<file path="config.mk">
export PLATFORM = sky130hd
export DESIGN_NAME = css_command_select
export DESIGN_NICKNAME = d
export VERILOG_FILES = /design/src/css_pkg.sv /design/src/css_command_select.sv
export SDC_FILE = /design/constraint.sdc
export NUM_CORES = 1
export LEC_CHECK = 0
export ABC_AREA = 1
export ABC_CLOCK_PERIOD_IN_PS = 10500
export BUFFER_PORTS_ARGS = -buffer_cell sky130_fd_sc_hd__buf_2
export CORE_ASPECT_RATIO = 1.4
export CORE_MARGIN = 5
export CORE_UTILIZATION = 55
export DETAILED_ROUTE_END_ITERATION = 8
export PLACE_DENSITY_LB_ADDON = 0.3
export SYNTH_ARGS = -nofsm -noshare
export SYNTH_HDL_FRONTEND = slang
export SYNTH_SLANG_ARGS = --single-unit
</file>
<file path="constraint.sdc">
create_clock -name core_clk -period 10.5 [get_ports core_clk]
set_clock_uncertainty 0.2 [all_clocks]
set_input_delay 0 -clock core_clk [delete_from_list [all_inputs] [get_ports core_clk]]
set_output_delay 0 -clock core_clk [all_outputs]
set_load 0.03 [all_outputs]
</file>
<file path="src/css_pkg.sv">
package css_pkg;

  localparam int unsigned DATA_W = 16;
  localparam int unsigned ADDR_W = 12;
  localparam int unsigned IDX_W  = 10;

  // Register indices; the byte address on the bus is four times the index.
  localparam logic [IDX_W-1:0] IDX_REMOTE_FREQ   = 10'h014;
  localparam logic [IDX_W-1:0] IDX_REMOTE_RUN    = 10'h015;
  localparam logic [IDX_W-1:0] IDX_DISP_FORMAT   = 10'h019;
  localparam logic [IDX_W-1:0] IDX_USCALE_MAX    = 10'h01A;
  localparam logic [IDX_W-1:0] IDX_USCALED_VAL   = 10'h01B;
  localparam logic [IDX_W-1:0] IDX_LR_POLICY     = 10'h01D;
  localparam logic [IDX_W-1:0] IDX_LOCAL_FREQ    = 10'h01E;
  localparam logic [IDX_W-1:0] IDX_LOCAL_RUN     = 10'h01F;
  localparam logic [IDX_W-1:0] IDX_STOP_ENABLE   = 10'h020;
  localparam logic [IDX_W-1:0] IDX_RAND_CARRIER  = 10'h021;
  localparam logic [IDX_W-1:0] IDX_TERM_CONFIG   = 10'h03E;
  localparam logic [IDX_W-1:0] IDX_STATUS        = 10'h03F;
  localparam logic [IDX_W-1:0] IDX_PID_TARGET    = 10'h0C1;
  localparam logic [IDX_W-1:0] IDX_MAX_FREQ      = 10'h100;

  // Reset values.
  localparam logic [DATA_W-1:0] RST_LR_POLICY = 16'h0004;
  localparam logic [DATA_W-1:0] RST_ZERO      = 16'h0000;
  localparam logic [DATA_W-1:0] RST_MAX_FREQ  = 16'h1770;

  // Display format field positions.
  localparam int unsigned DISP_DEC_LSB  = 0;
  localparam int unsigned DISP_DEC_W    = 4;
  localparam int unsigned DISP_UNIT_LSB = 4;
  localparam int unsigned DISP_UNIT_W   = 12;
  localparam logic [3:0]  DISP_DEC_MAX  = 4'h3;

  // Terminal configuration bits.
  localparam int unsigned TCFG_FN41 = 0;
  localparam int unsigned TCFG_FN42 = 1;
  localparam int unsigned TCFG_FN56 = 2;

  // Synchronised pin positions.
  localparam int unsigned PIN_HAND = 0;
  localparam int unsigned PIN_AUTO = 1;
  localparam int unsigned PIN_STOP = 2;
  localparam int unsigned PIN_FN41 = 3;
  localparam int unsigned PIN_FN42 = 4;
  localparam int unsigned PIN_FN56 = 5;
  localparam int unsigned PIN_N    = 6;

  localparam int unsigned DIV_STEPS = 32;

  typedef enum logic [2:0] {
    CSS_POL_HOA    = 3'h0,
    CSS_POL_STOP   = 3'h1,
    CSS_POL_REMOTE = 3'h2,
    CSS_POL_LOCAL  = 3'h3,
    CSS_POL_FOLLOW = 3'h4
  } css_policy_type;

  typedef enum logic [3:0] {
    CSS_FSRC_KEYPAD = 4'h0,
    CSS_FSRC_SERIAL = 4'h1,
    CSS_FSRC_ANALOG = 4'h2,
    CSS_FSRC_UPDOWN = 4'h3,
    CSS_FSRC_PULSE  = 4'h4,
    CSS_FSRC_POT    = 4'h7,
    CSS_FSRC_PID    = 4'h9
  } css_fsrc_type;

  typedef enum logic [1:0] {
    CSS_RSRC_KEYPAD = 2'h0,
    CSS_RSRC_TERM   = 2'h1,
    CSS_RSRC_SERIAL = 2'h2
  } css_rsrc_type;

  localparam logic [DATA_W-1:0] PID_SEL_LOCK = 16'h0001;

  typedef enum logic [1:0] {
    CSS_DIV_IDLE = 2'b01,
    CSS_DIV_RUN  = 2'b10
  } css_div_state_type;

  // Command selection presented to the drive core.
  typedef struct packed {
    logic         local_mode;
    css_fsrc_type freq_src;
    css_rsrc_type run_src;
    logic         run_enable;
    logic         jog_valid;
    logic         pulse_no_dir;
    logic         pid_only;
  } css_sel_type;

  // Display and carrier settings presented to the drive core.
  typedef struct packed {
    logic [DATA_W-1:0] user_value;
    logic              user_valid;
    logic [1:0]        decimals;
    logic [11:0]       unit;
    logic              carrier_random;
    logic [1:0]        carrier_mode;
  } css_disp_type;

endpackage

</file>
<file path="src/css_command_select.sv">
// Operation
// - Display format: decimal places in bits 0-3, unit code in bits 4-15.
// - User scale maximum zero disables scaling, nonzero enables it.
// - Scale maximum is unsigned; decimal point shifts by zero to three places.
// - Scale maximum maps to maximum frequency; value proportional to frequency.
// - User scaled value is read-only signed, shown only while maximum nonzero.
// - Scaled value valid only with remote frequency from keypad or serial.
// - Policy codes: HAND_OFF_AUTO, stop on switch, remote, local, follow selection.
// - Local/remote policy resets to code 4.
// - Policy 0 ignores the local/remote selector terminal.
// - Nonzero policy disables hand/auto keys; selector terminal then rules.
// - Local frequency source codes 0,1,2,3,4,7,9 select the command.
// - Power-up always enters remote mode.
// - Configured selector terminal beats every other local/remote request, except under policy 0, where hand/auto keys rule.
// - Local source 4 takes pulse input frequency without direction.
// - Local source 9 forces PID selector 1, remote source 9; locks.
// - Local source 9 accepts only PID frequency in both modes.
// - Local run source: 0 keypad, 1 terminals, 2 serial.
// - HAND_OFF_AUTO with both hand/auto terminals off blocks run and jog.
// - HAND_OFF_AUTO acts only with terminals 41, 42, 56 or keypad attached.
// - Stop-key enable field acts only while remote run not keypad.
// - Remote run source keypad means stop key always acts.
// - Random carrier modes 1-3 randomise carrier; 0 disables it.
//
// Added by the designer: register access over Avalon-MM.
`timescale 1ns/1ps
`default_nettype none

module css_command_select (
  // Clock and reset
  input  wire  logic                       core_clk,
  input  wire  logic                       rst,
  // Avalon-MM slave
  input  wire  logic [css_pkg::ADDR_W-1:0] avs_address,
  input  wire  logic                       avs_read,
  input  wire  logic                       avs_write,
  input  wire  logic [31:0]                avs_writedata,
  output logic [31:0]                      avs_readdata,
  output logic                             avs_waitrequest,
  // Keypad and terminal pins
  input  wire  logic                       hand_key,
  input  wire  logic                       auto_key,
  input  wire  logic                       stop_key,
  input  wire  logic                       term_hand_fn41,
  input  wire  logic                       term_auto_fn42,
  input  wire  logic                       term_remote_fn56,
  input  wire  logic                       keypad_attached,
  // Drive core
  input  wire  logic [15:0]                present_freq,
  output css_pkg::css_sel_type             cmd_sel,
  output css_pkg::css_disp_type            disp,
  output logic                             stop_cmd,
  output logic                             switch_stop
);

  logic [css_pkg::IDX_W-1:0] idx;
  logic [15:0] wdata;
  logic        ack_r;
  logic        wr_en;
  logic [31:0] rdata_r;
  logic [15:0] remote_freq_r, remote_run_r, disp_fmt_r, uscale_max_r;
  logic [15:0] uscaled_r, policy_r, local_freq_r, local_run_r;
  logic [15:0] stop_en_r, rand_carrier_r, term_cfg_r, pid_sel_r;
  logic [15:0] max_freq_r;

  assign idx   = avs_address[css_pkg::ADDR_W-1:2];
  assign wdata = avs_writedata[15:0];

  // One wait state: the answer is prepared in the first cycle.
  assign avs_waitrequest = (avs_read | avs_write) & ~ack_r;
  assign wr_en           = avs_write & ack_r;
  assign avs_readdata    = rdata_r;

  function automatic logic [15:0] reg_read(
    input logic [css_pkg::IDX_W-1:0] a,
    input logic [15:0]               status);
    case (a)
      css_pkg::IDX_REMOTE_FREQ:  reg_read = remote_freq_r;
      css_pkg::IDX_REMOTE_RUN:   reg_read = remote_run_r;
      css_pkg::IDX_DISP_FORMAT:  reg_read = disp_fmt_r;
      css_pkg::IDX_USCALE_MAX:   reg_read = uscale_max_r;
      css_pkg::IDX_USCALED_VAL:  reg_read = uscaled_r;
      css_pkg::IDX_LR_POLICY:    reg_read = policy_r;
      css_pkg::IDX_LOCAL_FREQ:   reg_read = local_freq_r;
      css_pkg::IDX_LOCAL_RUN:    reg_read = local_run_r;
      css_pkg::IDX_STOP_ENABLE:  reg_read = stop_en_r;
      css_pkg::IDX_RAND_CARRIER: reg_read = rand_carrier_r;
      css_pkg::IDX_TERM_CONFIG:  reg_read = term_cfg_r;
      css_pkg::IDX_STATUS:       reg_read = status;
      css_pkg::IDX_PID_TARGET:   reg_read = pid_sel_r;
      css_pkg::IDX_MAX_FREQ:     reg_read = max_freq_r;
      default:                   reg_read = css_pkg::RST_ZERO;
    endcase
  endfunction

  function automatic logic hit(input logic [css_pkg::IDX_W-1:0] a);
    hit = wr_en && (idx == a);
  endfunction

  logic [15:0] status;

  always_ff @(posedge core_clk or posedge rst) begin
    if (rst) begin
      ack_r   <= 1'b0;
      rdata_r <= 32'h0000_0000;
    end else begin
      ack_r <= (avs_read | avs_write) & ~ack_r;
      if (avs_read & ~ack_r) begin
        rdata_r <= {16'h0000, reg_read(idx, status)};
      end
    end
  end

  // Plain storage registers.
  always_ff @(posedge core_clk or posedge rst) begin
    if (rst) begin
      remote_run_r   <= css_pkg::RST_ZERO;
      disp_fmt_r     <= css_pkg::RST_ZERO;
      uscale_max_r   <= css_pkg::RST_ZERO;
      policy_r       <= css_pkg::RST_LR_POLICY;
      local_run_r    <= css_pkg::RST_ZERO;
      stop_en_r      <= css_pkg::RST_ZERO;
      rand_carrier_r <= css_pkg::RST_ZERO;
      term_cfg_r     <= css_pkg::RST_ZERO;
      max_freq_r     <= css_pkg::RST_MAX_FREQ;
    end else begin
      if (hit(css_pkg::IDX_REMOTE_RUN))   remote_run_r   <= wdata;
      if (hit(css_pkg::IDX_DISP_FORMAT))  disp_fmt_r     <= wdata;
      if (hit(css_pkg::IDX_USCALE_MAX))   uscale_max_r   <= wdata;
      if (hit(css_pkg::IDX_LR_POLICY))    policy_r       <= wdata;
      if (hit(css_pkg::IDX_LOCAL_RUN))    local_run_r    <= wdata;
      if (hit(css_pkg::IDX_STOP_ENABLE))  stop_en_r      <= wdata;
      if (hit(css_pkg::IDX_RAND_CARRIER)) rand_carrier_r <= wdata;
      if (hit(css_pkg::IDX_TERM_CONFIG))  term_cfg_r     <= wdata;
      if (hit(css_pkg::IDX_MAX_FREQ))     max_freq_r     <= wdata;
    end
  end

  // PID lock: selecting PID locally pins the PID selector and remote source.
  logic pid_locked;
  logic lf_wr_ok;
  assign pid_locked = (pid_sel_r == css_pkg::PID_SEL_LOCK);
  assign lf_wr_ok   = !(pid_locked &&
                        local_freq_r[3:0] == css_pkg::CSS_FSRC_PID &&
                        wdata[3:0] != css_pkg::CSS_FSRC_PID);

  always_ff @(posedge core_clk or posedge rst) begin
    if (rst) begin
      local_freq_r  <= css_pkg::RST_ZERO;
      remote_freq_r <= css_pkg::RST_ZERO;
      pid_sel_r     <= css_pkg::RST_ZERO;
    end else begin
      if (hit(css_pkg::IDX_LOCAL_FREQ) && lf_wr_ok) begin
        local_freq_r <= wdata;
      end
      if (hit(css_pkg::IDX_LOCAL_FREQ) &&
          wdata[3:0] == css_pkg::CSS_FSRC_PID) begin
        pid_sel_r     <= css_pkg::PID_SEL_LOCK;
        remote_freq_r <= {12'h000, css_pkg::CSS_FSRC_PID};
      end else begin
        if (hit(css_pkg::IDX_PID_TARGET))  pid_sel_r     <= wdata;
        if (hit(css_pkg::IDX_REMOTE_FREQ)) remote_freq_r <= wdata;
      end
    end
  end

  // Pins pass four flip-flops; a change counts once stages two and three agree.
  logic [css_pkg::PIN_N-1:0] pin_raw, pin_s1, pin_s2, pin_s3, pin_q;
  assign pin_raw = {term_remote_fn56, term_auto_fn42, term_hand_fn41,
                    stop_key, auto_key, hand_key};

  genvar g;
  generate
    for (g = 0; g < css_pkg::PIN_N; g++) begin : g_sync
      always_ff @(posedge core_clk or posedge rst) begin
        if (rst) begin
          pin_s1[g] <= 1'b0;
          pin_s2[g] <= 1'b0;
          pin_s3[g] <= 1'b0;
          pin_q[g]  <= 1'b0;
        end else begin
          pin_s1[g] <= pin_raw[g];
          pin_s2[g] <= pin_s1[g];
          pin_s3[g] <= pin_s2[g];
          if (pin_s2[g] == pin_s3[g]) pin_q[g] <= pin_s3[g];
        end
      end
    end
  endgenerate

  logic keypad_q, kp_s1, kp_s2, kp_s3;
  always_ff @(posedge core_clk or posedge rst) begin
    if (rst) begin
      kp_s1    <= 1'b0;
      kp_s2    <= 1'b0;
      kp_s3    <= 1'b0;
      keypad_q <= 1'b0;
    end else begin
      kp_s1 <= keypad_attached;
      kp_s2 <= kp_s1;
      kp_s3 <= kp_s2;
      if (kp_s2 == kp_s3) keypad_q <= kp_s3;
    end
  end

  // Local/remote mode selection.
  logic hoa_policy, sel_term_cfg, hoa_active, local_r, local_nxt;
  assign hoa_policy   = (policy_r == 16'h0000);
  assign sel_term_cfg = term_cfg_r[css_pkg::TCFG_FN56];
  assign hoa_active   = term_cfg_r[css_pkg::TCFG_FN41] |
                        term_cfg_r[css_pkg::TCFG_FN42] |
                        sel_term_cfg | keypad_q;

  always_comb begin
    local_nxt = local_r;
    if (!hoa_policy) begin
      if (sel_term_cfg) local_nxt = pin_q[css_pkg::PIN_FN56];
    end else if (hoa_active) begin
      // Selector terminal ignored under plain HAND_OFF_AUTO.
      if (pin_q[css_pkg::PIN_HAND])      local_nxt = 1'b1;
      else if (pin_q[css_pkg::PIN_AUTO]) local_nxt = 1'b0;
    end
  end

  always_ff @(posedge core_clk or posedge rst) begin
    if (rst) begin
      local_r     <= 1'b0;
      switch_stop <= 1'b0;
    end else begin
      local_r     <= local_nxt;
      switch_stop <= (policy_r[2:0] == css_pkg::CSS_POL_STOP) &&
                     (local_nxt != local_r);
    end
  end

  // Effective command sources.
  logic use_local;
  always_comb begin
    case (policy_r[2:0])
      css_pkg::CSS_POL_REMOTE: use_local = 1'b0;
      css_pkg::CSS_POL_LOCAL:  use_local = 1'b1;
      default:                 use_local = local_r;
    endcase
  end

  logic pid_only;
  logic [3:0] fsrc;
  logic [1:0] rsrc;
  logic hoa_block;
  assign pid_only  = (local_freq_r[3:0] == css_pkg::CSS_FSRC_PID);
  assign fsrc      = pid_only ? css_pkg::CSS_FSRC_PID :
                     use_local ? local_freq_r[3:0] :
                     remote_freq_r[3:0];
  assign rsrc      = use_local ? local_run_r[1:0] : remote_run_r[1:0];
  assign hoa_block = hoa_policy && hoa_active &&
                     !pin_q[css_pkg::PIN_FN41] &&
                     !pin_q[css_pkg::PIN_FN42];

  always_ff @(posedge core_clk or posedge rst) begin
    if (rst) begin
      cmd_sel <= '0;
    end else begin
      cmd_sel.local_mode   <= local_r;
      cmd_sel.freq_src     <= css_pkg::css_fsrc_type'(fsrc);
      cmd_sel.run_src      <= css_pkg::css_rsrc_type'(rsrc);
      cmd_sel.run_enable   <= !hoa_block;
      cmd_sel.jog_valid    <= !hoa_block;
      cmd_sel.pulse_no_dir <= (fsrc == css_pkg::CSS_FSRC_PULSE);
      cmd_sel.pid_only     <= pid_only;
    end
  end

  // Stop key gating.
  logic stop_key_live;
  assign stop_key_live = (remote_run_r[1:0] == css_pkg::CSS_RSRC_KEYPAD) ||
                         stop_en_r[0];

  always_ff @(posedge core_clk or posedge rst) begin
    if (rst) stop_cmd <= 1'b0;
    else     stop_cmd <= pin_q[css_pkg::PIN_STOP] && stop_key_live;
  end

  // User value = present_freq * scale_max / max_freq, by serial division.
  css_pkg::css_div_state_type div_st;
  logic [31:0] num_r, quo_r;
  logic [16:0] rem_r;
  logic [5:0]  cnt_r;
  logic [16:0] rem_sh;
  assign rem_sh = {rem_r[15:0], num_r[31]};

  always_ff @(posedge core_clk or posedge rst) begin
    if (rst) begin
      div_st    <= css_pkg::CSS_DIV_IDLE;
      num_r     <= 32'h0000_0000;
      quo_r     <= 32'h0000_0000;
      rem_r     <= 17'h0_0000;
      cnt_r     <= 6'h00;
      uscaled_r <= css_pkg::RST_ZERO;
    end else begin
      case (div_st)
        css_pkg::CSS_DIV_IDLE: begin
          num_r  <= present_freq * uscale_max_r;
          quo_r  <= 32'h0000_0000;
          rem_r  <= 17'h0_0000;
          cnt_r  <= 6'h00;
          div_st <= css_pkg::CSS_DIV_RUN;
        end
        css_pkg::CSS_DIV_RUN: begin
          if (rem_sh >= {1'b0, max_freq_r}) begin
            rem_r <= rem_sh - {1'b0, max_freq_r};
            quo_r <= {quo_r[30:0], 1'b1};
          end else begin
            rem_r <= rem_sh;
            quo_r <= {quo_r[30:0], 1'b0};
          end
          num_r <= {num_r[30:0], 1'b0};
          cnt_r <= cnt_r + 6'h01;
          if (cnt_r == 6'(css_pkg::DIV_STEPS - 1)) begin
            div_st <= css_pkg::CSS_DIV_IDLE;
          end
        end
        default: div_st <= css_pkg::CSS_DIV_IDLE;
      endcase
      if (uscale_max_r == 16'h0000 || max_freq_r == 16'h0000) begin
        uscaled_r <= css_pkg::RST_ZERO;
      end else if (div_st == css_pkg::CSS_DIV_RUN &&
                   cnt_r == 6'(css_pkg::DIV_STEPS - 1)) begin
        uscaled_r <= (rem_sh >= {1'b0, max_freq_r}) ?
                     {quo_r[14:0], 1'b1} : {quo_r[14:0], 1'b0};
      end
    end
  end

  // Writes to the scaled value index have no decode above.

  logic [3:0] dec_field;
  assign dec_field = disp_fmt_r[css_pkg::DISP_DEC_LSB +: css_pkg::DISP_DEC_W];

  always_ff @(posedge core_clk or posedge rst) begin
    if (rst) begin
      disp <= '0;
    end else begin
      disp.user_value <= uscaled_r;
      disp.user_valid <= (uscale_max_r != 16'h0000) &&
                         (remote_freq_r[3:0] == css_pkg::CSS_FSRC_KEYPAD ||
                          remote_freq_r[3:0] == css_pkg::CSS_FSRC_SERIAL);
      disp.decimals   <= (dec_field > css_pkg::DISP_DEC_MAX) ?
                         css_pkg::DISP_DEC_MAX[1:0] : dec_field[1:0];
      disp.unit       <= disp_fmt_r[css_pkg::DISP_UNIT_LSB +:
                                    css_pkg::DISP_UNIT_W];
      disp.carrier_random <= (rand_carrier_r[15:2] == 14'h0000) &&
                             (rand_carrier_r[1:0] != 2'h0);
      disp.carrier_mode   <= rand_carrier_r[1:0];
    end
  end

  assign status = {10'h000, pid_locked, hoa_active, keypad_q, stop_key_live,
                   use_local, local_r};

  // Checks.
  property p_policy_reset;
    @(posedge core_clk) $fell(rst) |-> policy_r == css_pkg::RST_LR_POLICY;
  endproperty
  a_policy_reset: assert property (p_policy_reset)
    else $error("policy not 4 after reset");

  property p_remote_after_reset;
    @(posedge core_clk) $fell(rst) |-> !local_r;
  endproperty
  a_remote_after_reset: assert property (p_remote_after_reset)
    else $error("not remote after reset");

  property p_zero_scale;
    @(posedge core_clk) disable iff (rst)
      uscale_max_r == 16'h0000 |=> uscaled_r == 16'h0000;
  endproperty
  a_zero_scale: assert property (p_zero_scale)
    else $error("scaled value nonzero with scaling off");

  property p_pid_force;
    @(posedge core_clk) disable iff (rst)
      wr_en && idx == css_pkg::IDX_LOCAL_FREQ &&
      wdata[3:0] == css_pkg::CSS_FSRC_PID
      |=> pid_locked && remote_freq_r[3:0] == css_pkg::CSS_FSRC_PID;
  endproperty
  a_pid_force: assert property (p_pid_force)
    else $error("PID lock not applied");

  property p_pid_only;
    @(posedge core_clk) disable iff (rst)
      pid_only |=> cmd_sel.freq_src == css_pkg::CSS_FSRC_PID;
  endproperty
  a_pid_only: assert property (p_pid_only)
    else $error("non-PID frequency while PID only");

  property p_hoa_block;
    @(posedge core_clk) disable iff (rst)
      hoa_block |=> !cmd_sel.run_enable && !cmd_sel.jog_valid;
  endproperty
  a_hoa_block: assert property (p_hoa_block)
    else $error("run allowed with hand/auto terminals off");

  property p_keypad_stop;
    @(posedge core_clk) disable iff (rst)
      remote_run_r[1:0] == css_pkg::CSS_RSRC_KEYPAD && pin_q[css_pkg::PIN_STOP]
      |=> stop_cmd;
  endproperty
  a_keypad_stop: assert property (p_keypad_stop)
    else $error("stop key blocked with keypad run source");

  property p_hoa_ignores_term;
    @(posedge core_clk) disable iff (rst)
      hoa_policy && !pin_q[css_pkg::PIN_HAND] && !pin_q[css_pkg::PIN_AUTO]
      |=> $stable(local_r);
  endproperty
  a_hoa_ignores_term: assert property (p_hoa_ignores_term)
    else $error("mode changed without hand/auto key under HAND_OFF_AUTO");

  property p_wait_one;
    @(posedge core_clk) disable iff (rst)
      (avs_read || avs_write) && avs_waitrequest |=> !avs_waitrequest;
  endproperty
  a_wait_one: assert property (p_wait_one)
    else $error("bus answer later than one wait state");

  c_switch_stop: cover property (@(posedge core_clk) switch_stop);
  c_local_mode:  cover property (@(posedge core_clk) local_r);
  c_scaled:      cover property (@(posedge core_clk) uscaled_r != 16'h0000);

endmodule

`default_nettype wire

</file>
### After elaboration in Yosys (flattened, before gate mapping)

Index checks and enable logic that the tools add are counted.
W data, S select, Z words.

| word-level totals | value |
|---|---|
| bits of input ports | 71 |
| memory bits (read-only) | 0 |
| bits in latches | 0 |
| memories | 0 |
| word-level logic and storage cells | 180 |
| bits in writable memories | 0 |
| output and inout port bits | 80 |
| register bits after elaboration | 371 |

| cells by class | value |
|---|---|
| magnitude comparators | 2 |
| reductions and logical operators | 43 |
| equal/unequal tests | 35 |
| bitwise operators | 8 |
| multiplexer cells | 26 |
| divide/modulo/power cells | 0 |
| shifts and indexed selects | 0 |
| $add $sub $neg | 2 |
| multiply operators | 1 |

Operators by type and width:

| kind | count |
|---|---|
| $pmux W16 S14 | 1 |
| $mux W16 | 7 |
| $eq A10 B5 Y1 const B | 8 |
| $pmux W32 S2 | 1 |
| $logic_not A16 Y1 | 3 |
| $eq A10 B6 Y1 const B | 4 |
| $mul A16 B16 Y32 | 1 |
| $pmux W16 S2 | 1 |
| $pmux W15 S2 | 1 |
| $logic_and A1 B1 Y1 | 24 |
| $ge A17 B16 Y1 | 1 |
| $eq A16 B1 Y1 const B | 1 |
| $reduce_bool A16 Y1 | 1 |
| $sub A16 B16 Y16 | 1 |
| $logic_not A14 Y1 | 1 |
| $pmux W6 S2 | 1 |
| $eq A10 B8 Y1 const B | 1 |
| $eq A10 B9 Y1 const B | 1 |
| $reduce_bool A2 Y1 | 5 |
| $eq A4 B4 Y1 const B | 2 |
| $mux W4 | 2 |
| $eq A1 B1 Y1 | 7 |
| $mux W1 | 7 |
| $add A6 B1 Y6 const B | 1 |
| other kinds (21) | 34 |

### Longest topological paths before layout

| depth | value |
|---|---|
| depth after elaboration | 7 |
| depth in mapped cells | 26 |
| gate-level depth less buffers | 24 |

### Worst setup path after synthesis

Ideal clock, no wire load.

| timing | value |
|---|---|
| path kind | flip-flop to flip-flop |
| start point | reg uscale_max_r[8] |
| end point | reg num_r[31] |
| period minus slack after synthesis | 5.458 ns |
| setup slack | 5.042 ns |
| data required time | 10.182 ns |
| data arrival time | 5.140 ns |
| buffers on the path | 2 |
| setup time | 0.118 ns |
| stages on the path, launching flop included | 25 |
| path through | dfrtp_1 > clkbuf_1 > buf_1 > nand2_1 > fa_1 > inv_1 > fa_1 > inv_1 > fa_1 > inv_1 > fa_1 > fa_1 > inv_1 > fa_1 > inv_1 > ha_1 > nand2_1 > inv_1 > nand2_1 > nand2_1 > nand3b_1 > nand2_1 > nand3_1 > nand3_1 > nand2_1 |

| on the way | value |
|---|---|
| cells in the longest elaborated chain, start to end | 2 |

RTL lines:

| what | line | text |
|---|---|---|
| from (decl) | css_command_select.sv:61 | `logic [15:0] remote_freq_r, remote_run_r, disp_fmt_r, uscale_max_r;` |
| from (signal assigned) | css_command_select.sv:119 | `uscale_max_r <= css_pkg::RST_ZERO;` |
| from (signal assigned) | css_command_select.sv:129 | `if (hit(css_pkg::IDX_USCALE_MAX)) uscale_max_r <= wdata;` |
| $mul A16 B16 Y32 | css_command_select.sv:302 | `num_r <= present_freq * uscale_max_r;` |
| $pmux W32 S2 | css_command_select.sv:300 | `case (div_st)` |
| to (signal assigned) | css_command_select.sv:302 |  |
| to (signal assigned) | css_command_select.sv:316 | `num_r <= {num_r[30:0], 1'b0};` |
| to (decl) | css_command_select.sv:285 | `logic [31:0] num_r, quo_r;` |

Every way passes these cells.
A chain may end at the register's enable or synchronous reset.

### Worst setup path in the final report

| timing | value |
|---|---|
| start point | reg uscale_max_r[7] |
| end point | reg num_r[15] |

The elaborated chain is that of the path after synthesis.

==> metrics.yaml <==
cts_max_level: 2
max-slew-margin-rel: 0.139
yosys_register_bits: 371
start_kind: "flop"
fp.coreArea_um2: 48100
synth_compound_area_frac: 0.0654
grt_overflow: 0
fp.dieW_um: 197
hold_path_depth: 9
grt_pass1_vias: 23500
cp.arrival_ns: 6.34
drt_iter0_drc: 1770
synth_flop_cell: "dfrtp_1"
finalCritPeriodShare: 0.584
cellPowerDensity_nw_per_um2: 128
synth_top_family_by_area: "simple AND/OR/NAND/NOR gates"
netlist_area_um2: 26800
drc_errors: 0
outcome: "finished clean"
die_y_um: 271
cts_resized: 0
synth_most_common_cell: "nand2_1"
top_register: "disp"
critPathSlowestCell: "dfrtp_1"
crit_type: "flop to flop"
clock.fmax_mhz: 163
ff2ff_path_depth: 20
vias: 23200
path_clk_slew_ns: 0.07
min_path_type: "input port to flop"
async_flop_share: 1.00
synthMuxAreaShare: 0
synth_area_leaders: "dfrtp_1, nand2_1, fa_1"
dieArea_um2: 53400
cts_tree: "yes"
period_minus_slack_ns: 6.13
synth.distinct_cells: 48
yosysWarnings: 0
max-clock-path-buffers: 3
final-setup-viol-count: 0
io_pins: 151
grt_use_total: 0.304
syn_to_final_growth_pct: 9.88
max_cap_violations: 0
synth_top_area_frac: 0.337
start_util: 0.558
routabilityCongestion: 1.00
syn_inst: 3510
post-place-ws_ns: 4.45
fin_tns_setup_ns: 0
synth-seq-area-share: 0.346
fin_nets: 3960
largest_reg_flops: 34
rows: 95
multi_input_area_um2: 14400
fill_cells: 4349
ant_nets: 0
top_regs: "disp: 34 flops, num_r: 32 flops"
syn_area_per_cell_um2: 7.65
synthAdderAreaFrac: 0.205
synthTopCellsByCount: "nand2_1, inv_1, dfrtp_1, nand3_1, fa_1"
final_util: 0.613
p_leak_nw: 16.4
vias_per_cell: 5.48
synthSimpleGateAreaFrac: 0.259
rsz0062_at_grt: "no"
cts_made_buffers: 38
routed_wl_um: 80100
io_buffers: 116
drv_slew: 0
grt_pass1_wl_um: 127000
drt-pass1-iter-count: 6
cp-end-kind: "flop"
required_ns: 10.71
hold_viol: 0
layout-drive-gt1-share: 0.0672
worst-slew-pin-transition_ns: 1.29
clk_latency_ns: 0.57
synth-edff-count: 0
crit_path_max_incr_delay_ns: 0.84
finalWorstSetupSlack_ns: 4.37
path_cells: "nand2_1 -> fa_1 -> inv_1 -> fa_1 -> inv_1 -> fa_1 -> inv_1 -> fa_1 -> fa_1 -> inv_1 -> fa_1 -> inv_1 -> ha_1 -> nand2_1 -> inv_1 -> nand2_1 -> nand2_1 -> nand3b_1 -> o21ai_0 -> nand3_1"
antenna_found_initial: 2
wl_per_cell_um: 18.9
cts_num_sinks: 371
peakVddDrop_v: 0.000183
cts_root_buffer: "clkbuf_16"
cp_max_fo: 19
synth_largest_area_cell: "dfrtp_1"
synth_xor_area_frac: 0.00522
post-dp-hpwl_um: 59300
seq_area_um2: 9300
grt_max_degree: 94
[metal layers]
| layer | part of all wire | GRT usage |
|---|---|---|
| met1 | 0.35 | 0.343 |
| met2 | 0.50 | 0.530 |
| met3 | 0.060 | 0.0368 |
| met4 | 0.088 | 0.214 |
| met5 | 0 | 0 |
[power by group]
group          leakage, nW  internal, mW  switching (mW)  total, mW
logic                 10.8         0.237           0.466      0.703
registers             4.90          1.50          0.0518       1.55
clock network        0.688         0.902           0.606       1.51
[per-stage QoR]
| step | std cells | hold WS [ns] | cell area (µm²) | total power, mW |
|---|---|---|---|---|
| after detailed placement | 4117 | -0.0907 | 27600 | 2.26 |
| after global placement | 4117 | -0.0911 | 27600 | 2.25 |
| after floorplan | 3525 | -0.169 | 26900 | 2.09 |
| final | 4232 | 0.0303 | 29500 | 3.77 |
| after global routing | 4230 | 0.0914 | 29500 | 3.94 |
| after CTS | 4229 | 0.0107 | 29500 | 3.78 |
[final timing paths]
kind | start | endpoint | slack [ns]
worst min register to register | pin_s1[3] | pin_s2[3] | 0.15
max in group asynchronous | rst | rem_r[13] | 7.39
min in group asynchronous | rst | disp_fmt_r[10] | 0.50
worst max register to register | uscale_max_r[7] | num_r[15] | 4.37
worst max-delay path | uscale_max_r[7] | num_r[15] | 4.37
worst min-delay path | avs_address[7] | avs_readdata[10] | 0.03
[layout by cell type (no fill, tap or decap), drive strengths merged, types with 23 or more instances in the layout]
master	n
nand2	1096
inv	647
dfrtp	362
nand3	225
o21ai	212
fa	195
nor2	195
buf	132
ha	123
nand4	81
a21oi	55
clkbuf	48
dlygate4sd3	44
o22ai	35
nand3b	23
[critical path: cells and delay by family (launching register included)]
kind / cells / cell delay [ns]
buf+inv: 6 / 0.31
fa+ha+maj: 7 / 3.43
flops: 1 / 0.84
simple gates: 6 / 0.81
compound gates: 1 / 0.39
[timing repair]
action | in CTS | in global routing
setup endpoints to repair | 0 | 0
setup buffers | 0 | 0
hold buffers | 44 | 0
hold endpoints to repair | 293 | 0
[cell type report]
type | count | area share
Antenna cell | 3 | 0.000255
Inverter | 645 | 0.0823
Clock inverter | 20 | 0.0115
Clock buffer | 48 | 0.0359
Tap cell | 630 | 0.0267
Timing Repair Buffer | 176 | 0.0387
Sequential cell | 371 | 0.315
Multi-Input combinational cell | 2339 | 0.489
[cells by family (layout without fill, tap and decap cells)]
| group | after synthesis | after routing |
|---|---|---|
| AOI/OAI and AO/OA | 327 | 327 |
| xor gates and xnor gates | 16 | 16 |
| adders and majority gates | 325 | 325 |
| buffers and inverters | 815 | 889 |
| DFF | 371 | 371 |
| other | 1 | 19 |
| and+or+nand+nor | 1655 | 1655 |
(Power assumes the default switching activity.)
